`config.mk`:
```
export PLATFORM = sky130hd
export DESIGN_NAME = mhc_ctrl
export DESIGN_NICKNAME = d
export VERILOG_FILES = /design/src/mhc_window.v /design/src/mhc_ctrl.v
export VERILOG_INCLUDE_DIRS = /design/src /design/src/inc
export SDC_FILE = /design/constraint.sdc
export NUM_CORES = 1
export LEC_CHECK = 0
export BUFFER_PORTS_ARGS = -buffer_cell sky130_fd_sc_hd__buf_2
export CORE_MARGIN = 4
export CORE_UTILIZATION = 50
export DETAILED_ROUTE_END_ITERATION = 12
export PLACE_DENSITY = 0.69
export SYNTH_ARGS = -nofsm -noshare
export SYNTH_HDL_FRONTEND = slang
export SYNTH_HIERARCHICAL = 1
export SYNTH_SLANG_ARGS = --single-unit
```
`constraint.sdc`:
```
create_clock -name pclk -period 4.9 [get_ports pclk]
set_input_delay 0.49 -clock pclk [delete_from_list [all_inputs] [get_ports pclk]]
set_output_delay 0.49 -clock pclk [all_outputs]
set_load 0.01 [all_outputs]
```
`src/inc/mhc_regs.vh`:
```
// Register map, field layout, reset values and timing constants of the
// mirror heater and cleaner controller.
// Assumes a 200 MHz pclk and a 32-bit APB register bus.
`ifndef MHC_REGS_VH
`define MHC_REGS_VH

// ----------------------------------------------------------------------
// Register byte offsets
// ----------------------------------------------------------------------
`define MHC_A_CLN_CTRL 12'h000
`define MHC_A_CLN_WIN 12'h004
`define MHC_A_CLN_TIME 12'h008
`define MHC_A_HTR_CTRL 12'h00c
`define MHC_A_HTR_LOW 12'h010
`define MHC_A_HTR_WIN 12'h014
`define MHC_A_STATUS 12'h018

// ----------------------------------------------------------------------
// Field positions
// ----------------------------------------------------------------------
`define MHC_F_MODE 1:0
`define MHC_F_THR 14:8
`define MHC_F_PWR 14:8
`define MHC_F_OFS 23:16
`define MHC_F_START 10:0
`define MHC_F_STOP 26:16
`define MHC_F_REP 10:0
`define MHC_F_SPRAY 22:16
`define MHC_F_LTHR 6:0

// ----------------------------------------------------------------------
// Mode codes
// ----------------------------------------------------------------------
`define MHC_MODE_OFF 2'h0
`define MHC_MODE_ON 2'h1
`define MHC_MODE_AUTO 2'h2

// ----------------------------------------------------------------------
// Reset values
// ----------------------------------------------------------------------
`define MHC_RST_THR 7'h64
`define MHC_RST_REP 11'h002
`define MHC_RST_SPRAY 7'h3c
`define MHC_RST_PWR 7'h64
`define MHC_RST_OFS 8'h05
`define MHC_RST_LTHR 7'h64
`define MHC_RST_TIME 11'h000

// ----------------------------------------------------------------------
// Timing constants
// ----------------------------------------------------------------------
`define MHC_CLK_HZ 28'd200000000
`define MHC_TICK_SEC 28'd1
`define MHC_SPRAY_MAX 7'h6e
`define MHC_TAIL_SEC 7'h0a
`define MHC_SEC_LAST 6'h3b
`define MHC_PWM_LAST 7'h63
`define MHC_PWM_STEP 12'h7d0

`endif

```
`src/mhc_window.v`:
```
// Daily time window check on minute-of-day values.
// Assumes all three inputs count minutes since midnight.
`timescale 1ns/1ps
`include "mhc_regs.vh"

module mhc_window (
	input wire [10:0] now_min,
	input wire [10:0] start_min,
	input wire [10:0] stop_min,
	output reg in_win
);

	// Decides whether the current minute lies inside the window.
	always @* begin
		if (start_min == `MHC_RST_TIME && stop_min == `MHC_RST_TIME) begin
			in_win = 1'b1;
		end else if (start_min < stop_min) begin
			in_win = (now_min >= start_min) && (now_min < stop_min);
		end else if (stop_min < start_min) begin
			in_win = (now_min >= start_min) || (now_min < stop_min);
		end else begin
			in_win = 1'b0;
		end
	end

endmodule // mhc_window

```
`src/mhc_ctrl.v`:
```
// Mirror heater and self-cleaning controller with an APB register file.
// Assumes a time-of-day minute count, signal strength in percent and
// temperatures in whole degrees arrive synchronous to pclk.
//
// Overview of operation
// - A cycle runs pump and spin for the spray time, then spin alone 10 s.
// - Spray time is accepted in whole seconds from 0 to 110.
// - Zero spray with low signal skips the pump but still spins 10 s.
// - Cleaner mode is off, on or automatic; its settings act only in auto.
// - In auto a cycle starts when signal strength is below the threshold.
// - Cleaning only inside the daily window; 00:00 to 00:00 means all day.
// - Signal strength is rechecked every repeat interval, cleaning again.
// - Heaters receive the configured percentage of full power.
// - Only the upper mirror heats toward ambient plus offset.
// - In auto the lower heater runs only below its own signal threshold.
// - The heater window applies only in heater auto mode.
// - New settings act at once and are offered for non-volatile storage.
//
// Our own choices: the APB interface to the registers and the address map.
`timescale 1ns/1ps
`include "mhc_regs.vh"

module mhc_ctrl #(
	parameter [27:0] TICK_CYC = `MHC_CLK_HZ * `MHC_TICK_SEC,
	parameter [11:0] PWM_STEP_CYC = `MHC_PWM_STEP
) (
	input wire pclk,
	input wire presetn,
	input wire psel,
	input wire penable,
	input wire pwrite,
	input wire [11:0] paddr,
	input wire [31:0] pwdata,
	output reg [31:0] prdata,
	output reg pready,
	output reg pslverr,
	input wire [10:0] tod_min,
	input wire [6:0] rssi_pct,
	input wire signed [7:0] ambient_degc,
	input wire signed [7:0] upper_mirror_degc,
	output reg pump_on,
	output reg spin_on,
	output reg heat_upper_on,
	output reg heat_lower_on,
	output reg cfg_store
);

	// ------------------------------------------------------------------
	// Cleaning cycle states
	// ------------------------------------------------------------------
	localparam [1:0] ST_IDLE = 2'h0;
	localparam [1:0] ST_SPRAY = 2'h1;
	localparam [1:0] ST_TAIL = 2'h2;

	reg [1:0] cln_mode_r;
	reg [6:0] cln_thr_r;
	reg [10:0] cln_start_r;
	reg [10:0] cln_stop_r;
	reg [10:0] cln_rep_r;
	reg [6:0] cln_spray_r;
	reg [1:0] htr_mode_r;
	reg [6:0] htr_pwr_r;
	reg [7:0] htr_ofs_r;
	reg [6:0] htr_lthr_r;
	reg [10:0] htr_start_r;
	reg [10:0] htr_stop_r;
	reg [1:0] state_r;
	reg [1:0] state_nxt;
	reg [6:0] cyc_cnt_r;
	reg [6:0] cyc_cnt_nxt;
	reg [27:0] div_r;
	reg tick_r;
	reg [5:0] sec_cnt_r;
	reg [10:0] min_cnt_r;
	reg [11:0] pwm_div_r;
	reg [6:0] pwm_cnt_r;
	reg [31:0] rd_nxt;
	reg rd_err_nxt;
	wire cln_win;
	wire htr_win;
	wire wr_en;
	wire acc;
	wire cln_auto;
	wire check_due;
	wire rssi_low;
	wire pwm_on;
	wire signed [9:0] upper_target;
	wire upper_cold;
	wire [6:0] spray_wr;

	// ------------------------------------------------------------------
	// APB slave
	// ------------------------------------------------------------------

	// Access phase without wait in progress; one wait state precedes pready.
	assign acc = psel && penable && !pready;
	// Writes take effect on the edge that sees pready high.
	assign wr_en = psel && penable && pready && pwrite;
	// Spray values above the maximum are clamped on write.
	assign spray_wr = (pwdata[`MHC_F_SPRAY] > `MHC_SPRAY_MAX) ?
		`MHC_SPRAY_MAX : pwdata[`MHC_F_SPRAY];

	// Read multiplexer with an error answer for unmapped offsets.
	always @* begin
		rd_nxt = 32'h0000_0000;
		rd_err_nxt = 1'b0;
		if (paddr == `MHC_A_CLN_CTRL) begin
			rd_nxt[`MHC_F_MODE] = cln_mode_r;
			rd_nxt[`MHC_F_THR] = cln_thr_r;
		end else if (paddr == `MHC_A_CLN_WIN) begin
			rd_nxt[`MHC_F_START] = cln_start_r;
			rd_nxt[`MHC_F_STOP] = cln_stop_r;
		end else if (paddr == `MHC_A_CLN_TIME) begin
			rd_nxt[`MHC_F_REP] = cln_rep_r;
			rd_nxt[`MHC_F_SPRAY] = cln_spray_r;
		end else if (paddr == `MHC_A_HTR_CTRL) begin
			rd_nxt[`MHC_F_MODE] = htr_mode_r;
			rd_nxt[`MHC_F_PWR] = htr_pwr_r;
			rd_nxt[`MHC_F_OFS] = htr_ofs_r;
		end else if (paddr == `MHC_A_HTR_LOW) begin
			rd_nxt[`MHC_F_LTHR] = htr_lthr_r;
		end else if (paddr == `MHC_A_HTR_WIN) begin
			rd_nxt[`MHC_F_START] = htr_start_r;
			rd_nxt[`MHC_F_STOP] = htr_stop_r;
		end else if (paddr == `MHC_A_STATUS) begin
			rd_nxt = {24'h00_0000, cln_win, htr_win, state_r,
				heat_lower_on, heat_upper_on, spin_on, pump_on};
		end else begin
			rd_err_nxt = 1'b1;
		end
	end

	// Bus answer flops: ready, read data and error.
	always @(posedge pclk or negedge presetn) begin
		if (!presetn) begin
			pready <= 1'b0;
			prdata <= 32'h0000_0000;
			pslverr <= 1'b0;
		end else begin
			pready <= acc;
			if (acc) begin
				prdata <= pwrite ? 32'h0000_0000 : rd_nxt;
				pslverr <= rd_err_nxt;
			end else begin
				pslverr <= 1'b0;
			end
		end
	end

	// ------------------------------------------------------------------
	// Configuration registers
	// ------------------------------------------------------------------

	// Settings act from the cycle after the write and raise a store pulse.
	always @(posedge pclk or negedge presetn) begin
		if (!presetn) begin
			cln_mode_r <= `MHC_MODE_OFF;
			cln_thr_r <= `MHC_RST_THR;
			cln_start_r <= `MHC_RST_TIME;
			cln_stop_r <= `MHC_RST_TIME;
			cln_rep_r <= `MHC_RST_REP;
			cln_spray_r <= `MHC_RST_SPRAY;
			htr_mode_r <= `MHC_MODE_OFF;
			htr_pwr_r <= `MHC_RST_PWR;
			htr_ofs_r <= `MHC_RST_OFS;
			htr_lthr_r <= `MHC_RST_LTHR;
			htr_start_r <= `MHC_RST_TIME;
			htr_stop_r <= `MHC_RST_TIME;
			cfg_store <= 1'b0;
		end else begin
			cfg_store <= wr_en && !rd_err_nxt &&
				(paddr != `MHC_A_STATUS);
			if (wr_en) begin
				if (paddr == `MHC_A_CLN_CTRL) begin
					cln_mode_r <= pwdata[`MHC_F_MODE];
					cln_thr_r <= pwdata[`MHC_F_THR];
				end else if (paddr == `MHC_A_CLN_WIN) begin
					cln_start_r <= pwdata[`MHC_F_START];
					cln_stop_r <= pwdata[`MHC_F_STOP];
				end else if (paddr == `MHC_A_CLN_TIME) begin
					cln_rep_r <= pwdata[`MHC_F_REP];
					cln_spray_r <= spray_wr;
				end else if (paddr == `MHC_A_HTR_CTRL) begin
					htr_mode_r <= pwdata[`MHC_F_MODE];
					htr_pwr_r <= pwdata[`MHC_F_PWR];
					htr_ofs_r <= pwdata[`MHC_F_OFS];
				end else if (paddr == `MHC_A_HTR_LOW) begin
					htr_lthr_r <= pwdata[`MHC_F_LTHR];
				end else if (paddr == `MHC_A_HTR_WIN) begin
					htr_start_r <= pwdata[`MHC_F_START];
					htr_stop_r <= pwdata[`MHC_F_STOP];
				end
			end
		end
	end

	// ------------------------------------------------------------------
	// Time base
	// ------------------------------------------------------------------

	// One-second enable pulse from the clock divider.
	always @(posedge pclk or negedge presetn) begin
		if (!presetn) begin
			div_r <= 28'h000_0000;
			tick_r <= 1'b0;
		end else if (div_r == TICK_CYC - 28'h000_0001) begin
			div_r <= 28'h000_0000;
			tick_r <= 1'b1;
		end else begin
			div_r <= div_r + 28'h000_0001;
			tick_r <= 1'b0;
		end
	end

	// Daily windows for the cleaner and the heaters.
	mhc_window u_cln_win (
		.now_min(tod_min),
		.start_min(cln_start_r),
		.stop_min(cln_stop_r),
		.in_win(cln_win)
	);

	mhc_window u_htr_win (
		.now_min(tod_min),
		.start_min(htr_start_r),
		.stop_min(htr_stop_r),
		.in_win(htr_win)
	);

	// ------------------------------------------------------------------
	// Repeat check interval
	// ------------------------------------------------------------------
	assign cln_auto = (cln_mode_r == `MHC_MODE_AUTO);
	assign rssi_low = (rssi_pct < cln_thr_r);
	// An interval of zero minutes behaves as one minute.
	assign check_due = tick_r && (sec_cnt_r == `MHC_SEC_LAST) &&
		(min_cnt_r + 11'h001 >= cln_rep_r);

	// Minute and second counters restart whenever auto mode is left.
	always @(posedge pclk or negedge presetn) begin
		if (!presetn) begin
			sec_cnt_r <= 6'h00;
			min_cnt_r <= 11'h000;
		end else if (!cln_auto) begin
			sec_cnt_r <= 6'h00;
			min_cnt_r <= 11'h000;
		end else if (tick_r) begin
			if (sec_cnt_r == `MHC_SEC_LAST) begin
				sec_cnt_r <= 6'h00;
				if (check_due) begin
					min_cnt_r <= 11'h000;
				end else begin
					min_cnt_r <= min_cnt_r + 11'h001;
				end
			end else begin
				sec_cnt_r <= sec_cnt_r + 6'h01;
			end
		end
	end

	// ------------------------------------------------------------------
	// Cleaning cycle sequencer
	// ------------------------------------------------------------------

	// Next state: checks start cycles, seconds move spray and tail along.
	always @* begin
		state_nxt = state_r;
		cyc_cnt_nxt = cyc_cnt_r;
		if (!cln_auto) begin
			state_nxt = ST_IDLE;
			cyc_cnt_nxt = 7'h00;
		end else begin
			case (state_r)
			ST_IDLE: begin
				if (check_due && rssi_low && cln_win) begin
					cyc_cnt_nxt = 7'h00;
					if (cln_spray_r == 7'h00) begin
						state_nxt = ST_TAIL;
					end else begin
						state_nxt = ST_SPRAY;
					end
				end
			end
			ST_SPRAY: begin
				if (tick_r) begin
					if (cyc_cnt_r + 7'h01 >= cln_spray_r) begin
						state_nxt = ST_TAIL;
						cyc_cnt_nxt = 7'h00;
					end else begin
						cyc_cnt_nxt = cyc_cnt_r + 7'h01;
					end
				end
			end
			ST_TAIL: begin
				if (tick_r) begin
					if (cyc_cnt_r + 7'h01 >= `MHC_TAIL_SEC) begin
						state_nxt = ST_IDLE;
						cyc_cnt_nxt = 7'h00;
					end else begin
						cyc_cnt_nxt = cyc_cnt_r + 7'h01;
					end
				end
			end
			default: begin
				state_nxt = ST_IDLE;
				cyc_cnt_nxt = 7'h00;
			end
			endcase
		end
	end

	// Sequencer state and registered pump and spin drives.
	always @(posedge pclk or negedge presetn) begin
		if (!presetn) begin
			state_r <= ST_IDLE;
			cyc_cnt_r <= 7'h00;
			pump_on <= 1'b0;
			spin_on <= 1'b0;
		end else begin
			state_r <= state_nxt;
			cyc_cnt_r <= cyc_cnt_nxt;
			pump_on <= (state_nxt == ST_SPRAY);
			if (cln_mode_r == `MHC_MODE_ON) begin
				spin_on <= 1'b1;
			end else begin
				spin_on <= (state_nxt != ST_IDLE);
			end
		end
	end

	// ------------------------------------------------------------------
	// Heater power modulation
	// ------------------------------------------------------------------

	// Pulse-width counter of 100 steps; duty equals the power percent.
	always @(posedge pclk or negedge presetn) begin
		if (!presetn) begin
			pwm_div_r <= 12'h000;
			pwm_cnt_r <= 7'h00;
		end else if (pwm_div_r == PWM_STEP_CYC - 12'h001) begin
			pwm_div_r <= 12'h000;
			if (pwm_cnt_r == `MHC_PWM_LAST) begin
				pwm_cnt_r <= 7'h00;
			end else begin
				pwm_cnt_r <= pwm_cnt_r + 7'h01;
			end
		end else begin
			pwm_div_r <= pwm_div_r + 12'h001;
		end
	end

	assign pwm_on = (pwm_cnt_r < htr_pwr_r);
	// Upper target is ambient plus offset, signed and wide enough not to wrap.
	assign upper_target = $signed({{2{ambient_degc[7]}}, ambient_degc}) +
		$signed({2'b00, htr_ofs_r});
	assign upper_cold = ($signed({{2{upper_mirror_degc[7]}},
		upper_mirror_degc}) < upper_target);

	// Heater drives per mode; window and signal test only in auto.
	always @(posedge pclk or negedge presetn) begin
		if (!presetn) begin
			heat_upper_on <= 1'b0;
			heat_lower_on <= 1'b0;
		end else if (htr_mode_r == `MHC_MODE_ON) begin
			heat_upper_on <= pwm_on && upper_cold;
			heat_lower_on <= pwm_on;
		end else if (htr_mode_r == `MHC_MODE_AUTO) begin
			heat_upper_on <= pwm_on && upper_cold && htr_win;
			heat_lower_on <= pwm_on && htr_win &&
				(rssi_pct < htr_lthr_r);
		end else begin
			heat_upper_on <= 1'b0;
			heat_lower_on <= 1'b0;
		end
	end

endmodule // mhc_ctrl

```
==> flow_summary.toml <==
[grt]
overflow = 0
antenna_found_initial = 0
track_usage = 0.230
grt_start_max_net_pins = 115
grt_pass1_wl_mm = 52.4
grt_pass1_vias = 9902

[logic_synthesis]
synth_edf_count = 0
synth-seq-cells = 202
ys_async_sr_fraction = 1.00
ys_seq_area_frac = 0.406
syn_avg_cell_area_um2 = 9.86
synth_cells = 1267
netlist_area_mm2 = 0.0125
synth_warnings = 6
yosysUniqueCellTypes = 78
synthFlopType = "dfrtp_1"

[cells_and_area]
num_antenna_cells = 0
fin_util = 0.580
nets = 1588
fin_cells = 1716
layout-drive-gt1-share = 0.192
syn_to_final_growth_pct = 13.5

[sta]
setup_violations = 0
worst_pin_slew_ps = 1140
slew_violations = 0
maxSlewHeadroom = 0.237
rsz0062_at_grt = "false"
finalHoldViolCount = 0
fin_crit_ps = 3780
finClkSkew_ps = 8.32
setup_tns_ps = 0
min_period_over_period = 0.771
timing.fmax_mhz = 265
hold_ws_ps = 58.4

[routing]
drtPass1Iterations = 5
drc = 0
via_per_inst = 5.76
detail-route-antenna-nets = 0
wl_per_cell_um = 18.7
vias = 9881
first_iter_violations = 714
wirelength_mm = 32.0

[clocking]
cts_setup_buffers = 0
clk_latency_ps = 510
htree_levels = 1
ctsRootBufferMaster = "clkbuf_16"
ctsResizeCount = 0
postCtsHoldBufs = 0
cts.sink_count = 202
cts_buffers = 23
clkTransAtPathRegs_ps = 60
cts_tree = "yes"
cts_max_path_buffers = 3

[worst_setup_path]
cp.arrival_ps = 4200
path_cells = "inv_1, ha_1, a21o_1, a211o_1, a41oi_1, o21a_1, a211oi_1, o211ai_1, nand4b_1, a211oi_2, o211ai_1, o211a_1, or2_1, o31ai_1"
slowest_stage = "dfrtp_1"
cp_max_fo = 10
critPathLaunchType = "flop"
crit_buf_inv = 1
critPathRequiredTime_ps = 5320
endpoint_kind = "flop"
r2r_slack_ps = 1120
critPathTopFamily = "compound AO/OA/AOI/OAI gates"
critPathMaxStageDelay_ps = 440
crit_path_frequent_cell = "o211ai_1"
critPathKind = "flop to flop"

[die]
pin_count = 122
die_w_um = 166
die_area_mm2 = 0.0276
start_util = 0.511
die_y_um = 166
fp-row-count = 57
core_area_mm2 = 0.0245

[worst_hold_path]
min_path_type = "input pin to asynchronous set/reset pin"

[placed_design]
placed_cells = 1674
dp_hpwl_mm = 24.2
place_congestion = 0.886
io_buffers = 109

[flow_run]
drv_cap = 0

[outcome]
outcome = "finished clean"

[power_and_ir_drop]
cellPowerDensity_mw_per_mm2 = 262
ir_drop_uv = 178
power_leakage_nw = 6.90
## cell usage in the layout, fill, tap and decap left out, types with 5 or more instances in the layout
cell,count
ha_1,129
nor2_1,78
xor2_1,31
nand2_1,109
o31ai_1,5
a32oi_1,7
o221ai_1,5
nor4_1,12
o211ai_1,8
a21o_1,26
a222oi_1,5
buf_2,108
a22oi_1,7
nand3_1,39
inv_1,102
a211oi_1,14
nand4_1,17
mux2_2,53
mux2_4,20
conb_1,6
buf_4,9
clkbuf_8,8
a221oi_1,8
dfstp_2,16
xnor2_1,32
o22ai_1,7
nand2b_1,15
clkbuf_16,23
o21ai_1,8
nor2b_1,23
a21oi_1,52
o21a_1,5
a22o_1,10
mux2i_1,5
o21ai_0,84
a31oi_1,6
and3_1,15
dfrtp_1,186
nor3_1,16
clkinv_2,5
## cell usage after synthesis (7+ instances only)
| cell | instances | area, um^2 |
|---|---|---|
| nand4_1 | 17 | 106 |
| xor2_1 | 31 | 272 |
| a211oi_1 | 14 | 105 |
| o21ai_1 | 8 | 40.0 |
| a32oi_1 | 7 | 61.3 |
| a221oi_1 | 8 | 70.1 |
| a21o_1 | 26 | 195 |
| o22ai_1 | 7 | 43.8 |
| buf_2 | 9 | 45.0 |
| nor3_1 | 16 | 80.1 |
| ha_1 | 129 | 1610 |
| o21ai_0 | 84 | 420 |
| xnor2_1 | 32 | 280 |
| nand3_1 | 39 | 195 |
| nor2_1 | 79 | 297 |
| clkbuf_1 | 21 | 78.8 |
| mux2_2 | 53 | 597 |
| mux2_4 | 20 | 300 |
| a22o_1 | 10 | 87.6 |
| nor2b_1 | 23 | 144 |
| dfrtp_1 | 186 | 4650 |
| a21oi_1 | 52 | 260 |
| inv_1 | 102 | 383 |
| nor4_1 | 12 | 75.1 |
| o211ai_1 | 8 | 60.1 |
| nand2b_1 | 15 | 93.8 |
| a22oi_1 | 7 | 52.6 |
| nand2_1 | 109 | 409 |
| and3_1 | 15 | 93.8 |
| dfstp_2 | 16 | 420 |
## sequential cells by signal, indices dropped and copies added, names as in the netlist, 7 cells and up
name,cells
cln_spray_r,7
cln_start_r,11
htr_start_r,11
cln_rep_r,11
htr_stop_r,11
cln_stop_r,11
pwm_cnt_r,7
min_cnt_r,11
prdata,26
div_r,28
htr_ofs_r,8
cln_thr_r,7
pwm_div_r,12
cyc_cnt_r,7
htr_lthr_r,7
htr_pwr_r,7
## per-layer routing
metal	share of wire	GRT usage	wire (um)	up-vias
li1	-	-	-	4743
met1	0.45	0.319	14400	4825
met2	0.47	0.384	15200	261
met3	0.050	0.0309	1610	52
met4	0.026	0.0577	829	0
met5	0	0	0	-
## metrics by stage
stage               total power [mW]  worst slack, ps  instance area (um^2)
finish                          3.72             1120                 14200
global route                    3.85              928                 14200
CTS                             3.75             1170                 14200
floorplan                       1.80             1860                 12500
detailed placement              1.92             1010                 13400
global placement                1.91             1060                 13400
## final timing paths
path,cells past startpoint,endpoint,startpoint
max,14,cyc_cnt_r[5],cln_stop_r[4]
min,1,pwm_div_r[5],presetn
max reg2reg,14,cyc_cnt_r[5],cln_stop_r[4]
min reg2reg,1,pwm_div_r[0],pwm_div_r[0]
max in group asynchronous,2,htr_ofs_r[2],presetn
min in group pclk,2,htr_pwr_r[3],pwdata[11]
## area by class of cell
class / count / area (um^2)
fillers: 2139 / 10300
clock buffers: 30 / 672
multi-input cells: 925 / 6850
well taps: 324 / 405
flip-flops and latches: 202 / 5070
repair buffers: 119 / 642
clock inverters: 12 / 146
inverters: 104 / 390
## cells by family (layout without fill, tap and decap cells)
family,after synthesis,count (layout),synth area share
AO/OA/AOI/OAI,285,285,0.152
XOR/XNOR,63,63,0.0441
adder cells (fa/ha/maj),130,130,0.131
buffers and inverters,145,265,0.0476
flip-flops,202,202,0.406
multiplexers,78,78,0.0758
other,1,6,0.000300
AND/OR/NAND/NOR,363,363,0.144
## power by group
group | internal, mW | leakage (nW) | switching, mW
sequential | 1.67 | 2.66 | 0.000775
combinational | 0.0769 | 3.83 | 0.143
clock | 1.12 | 0.401 | 0.707
Note: power is estimated with default switching activity, not from simulation.
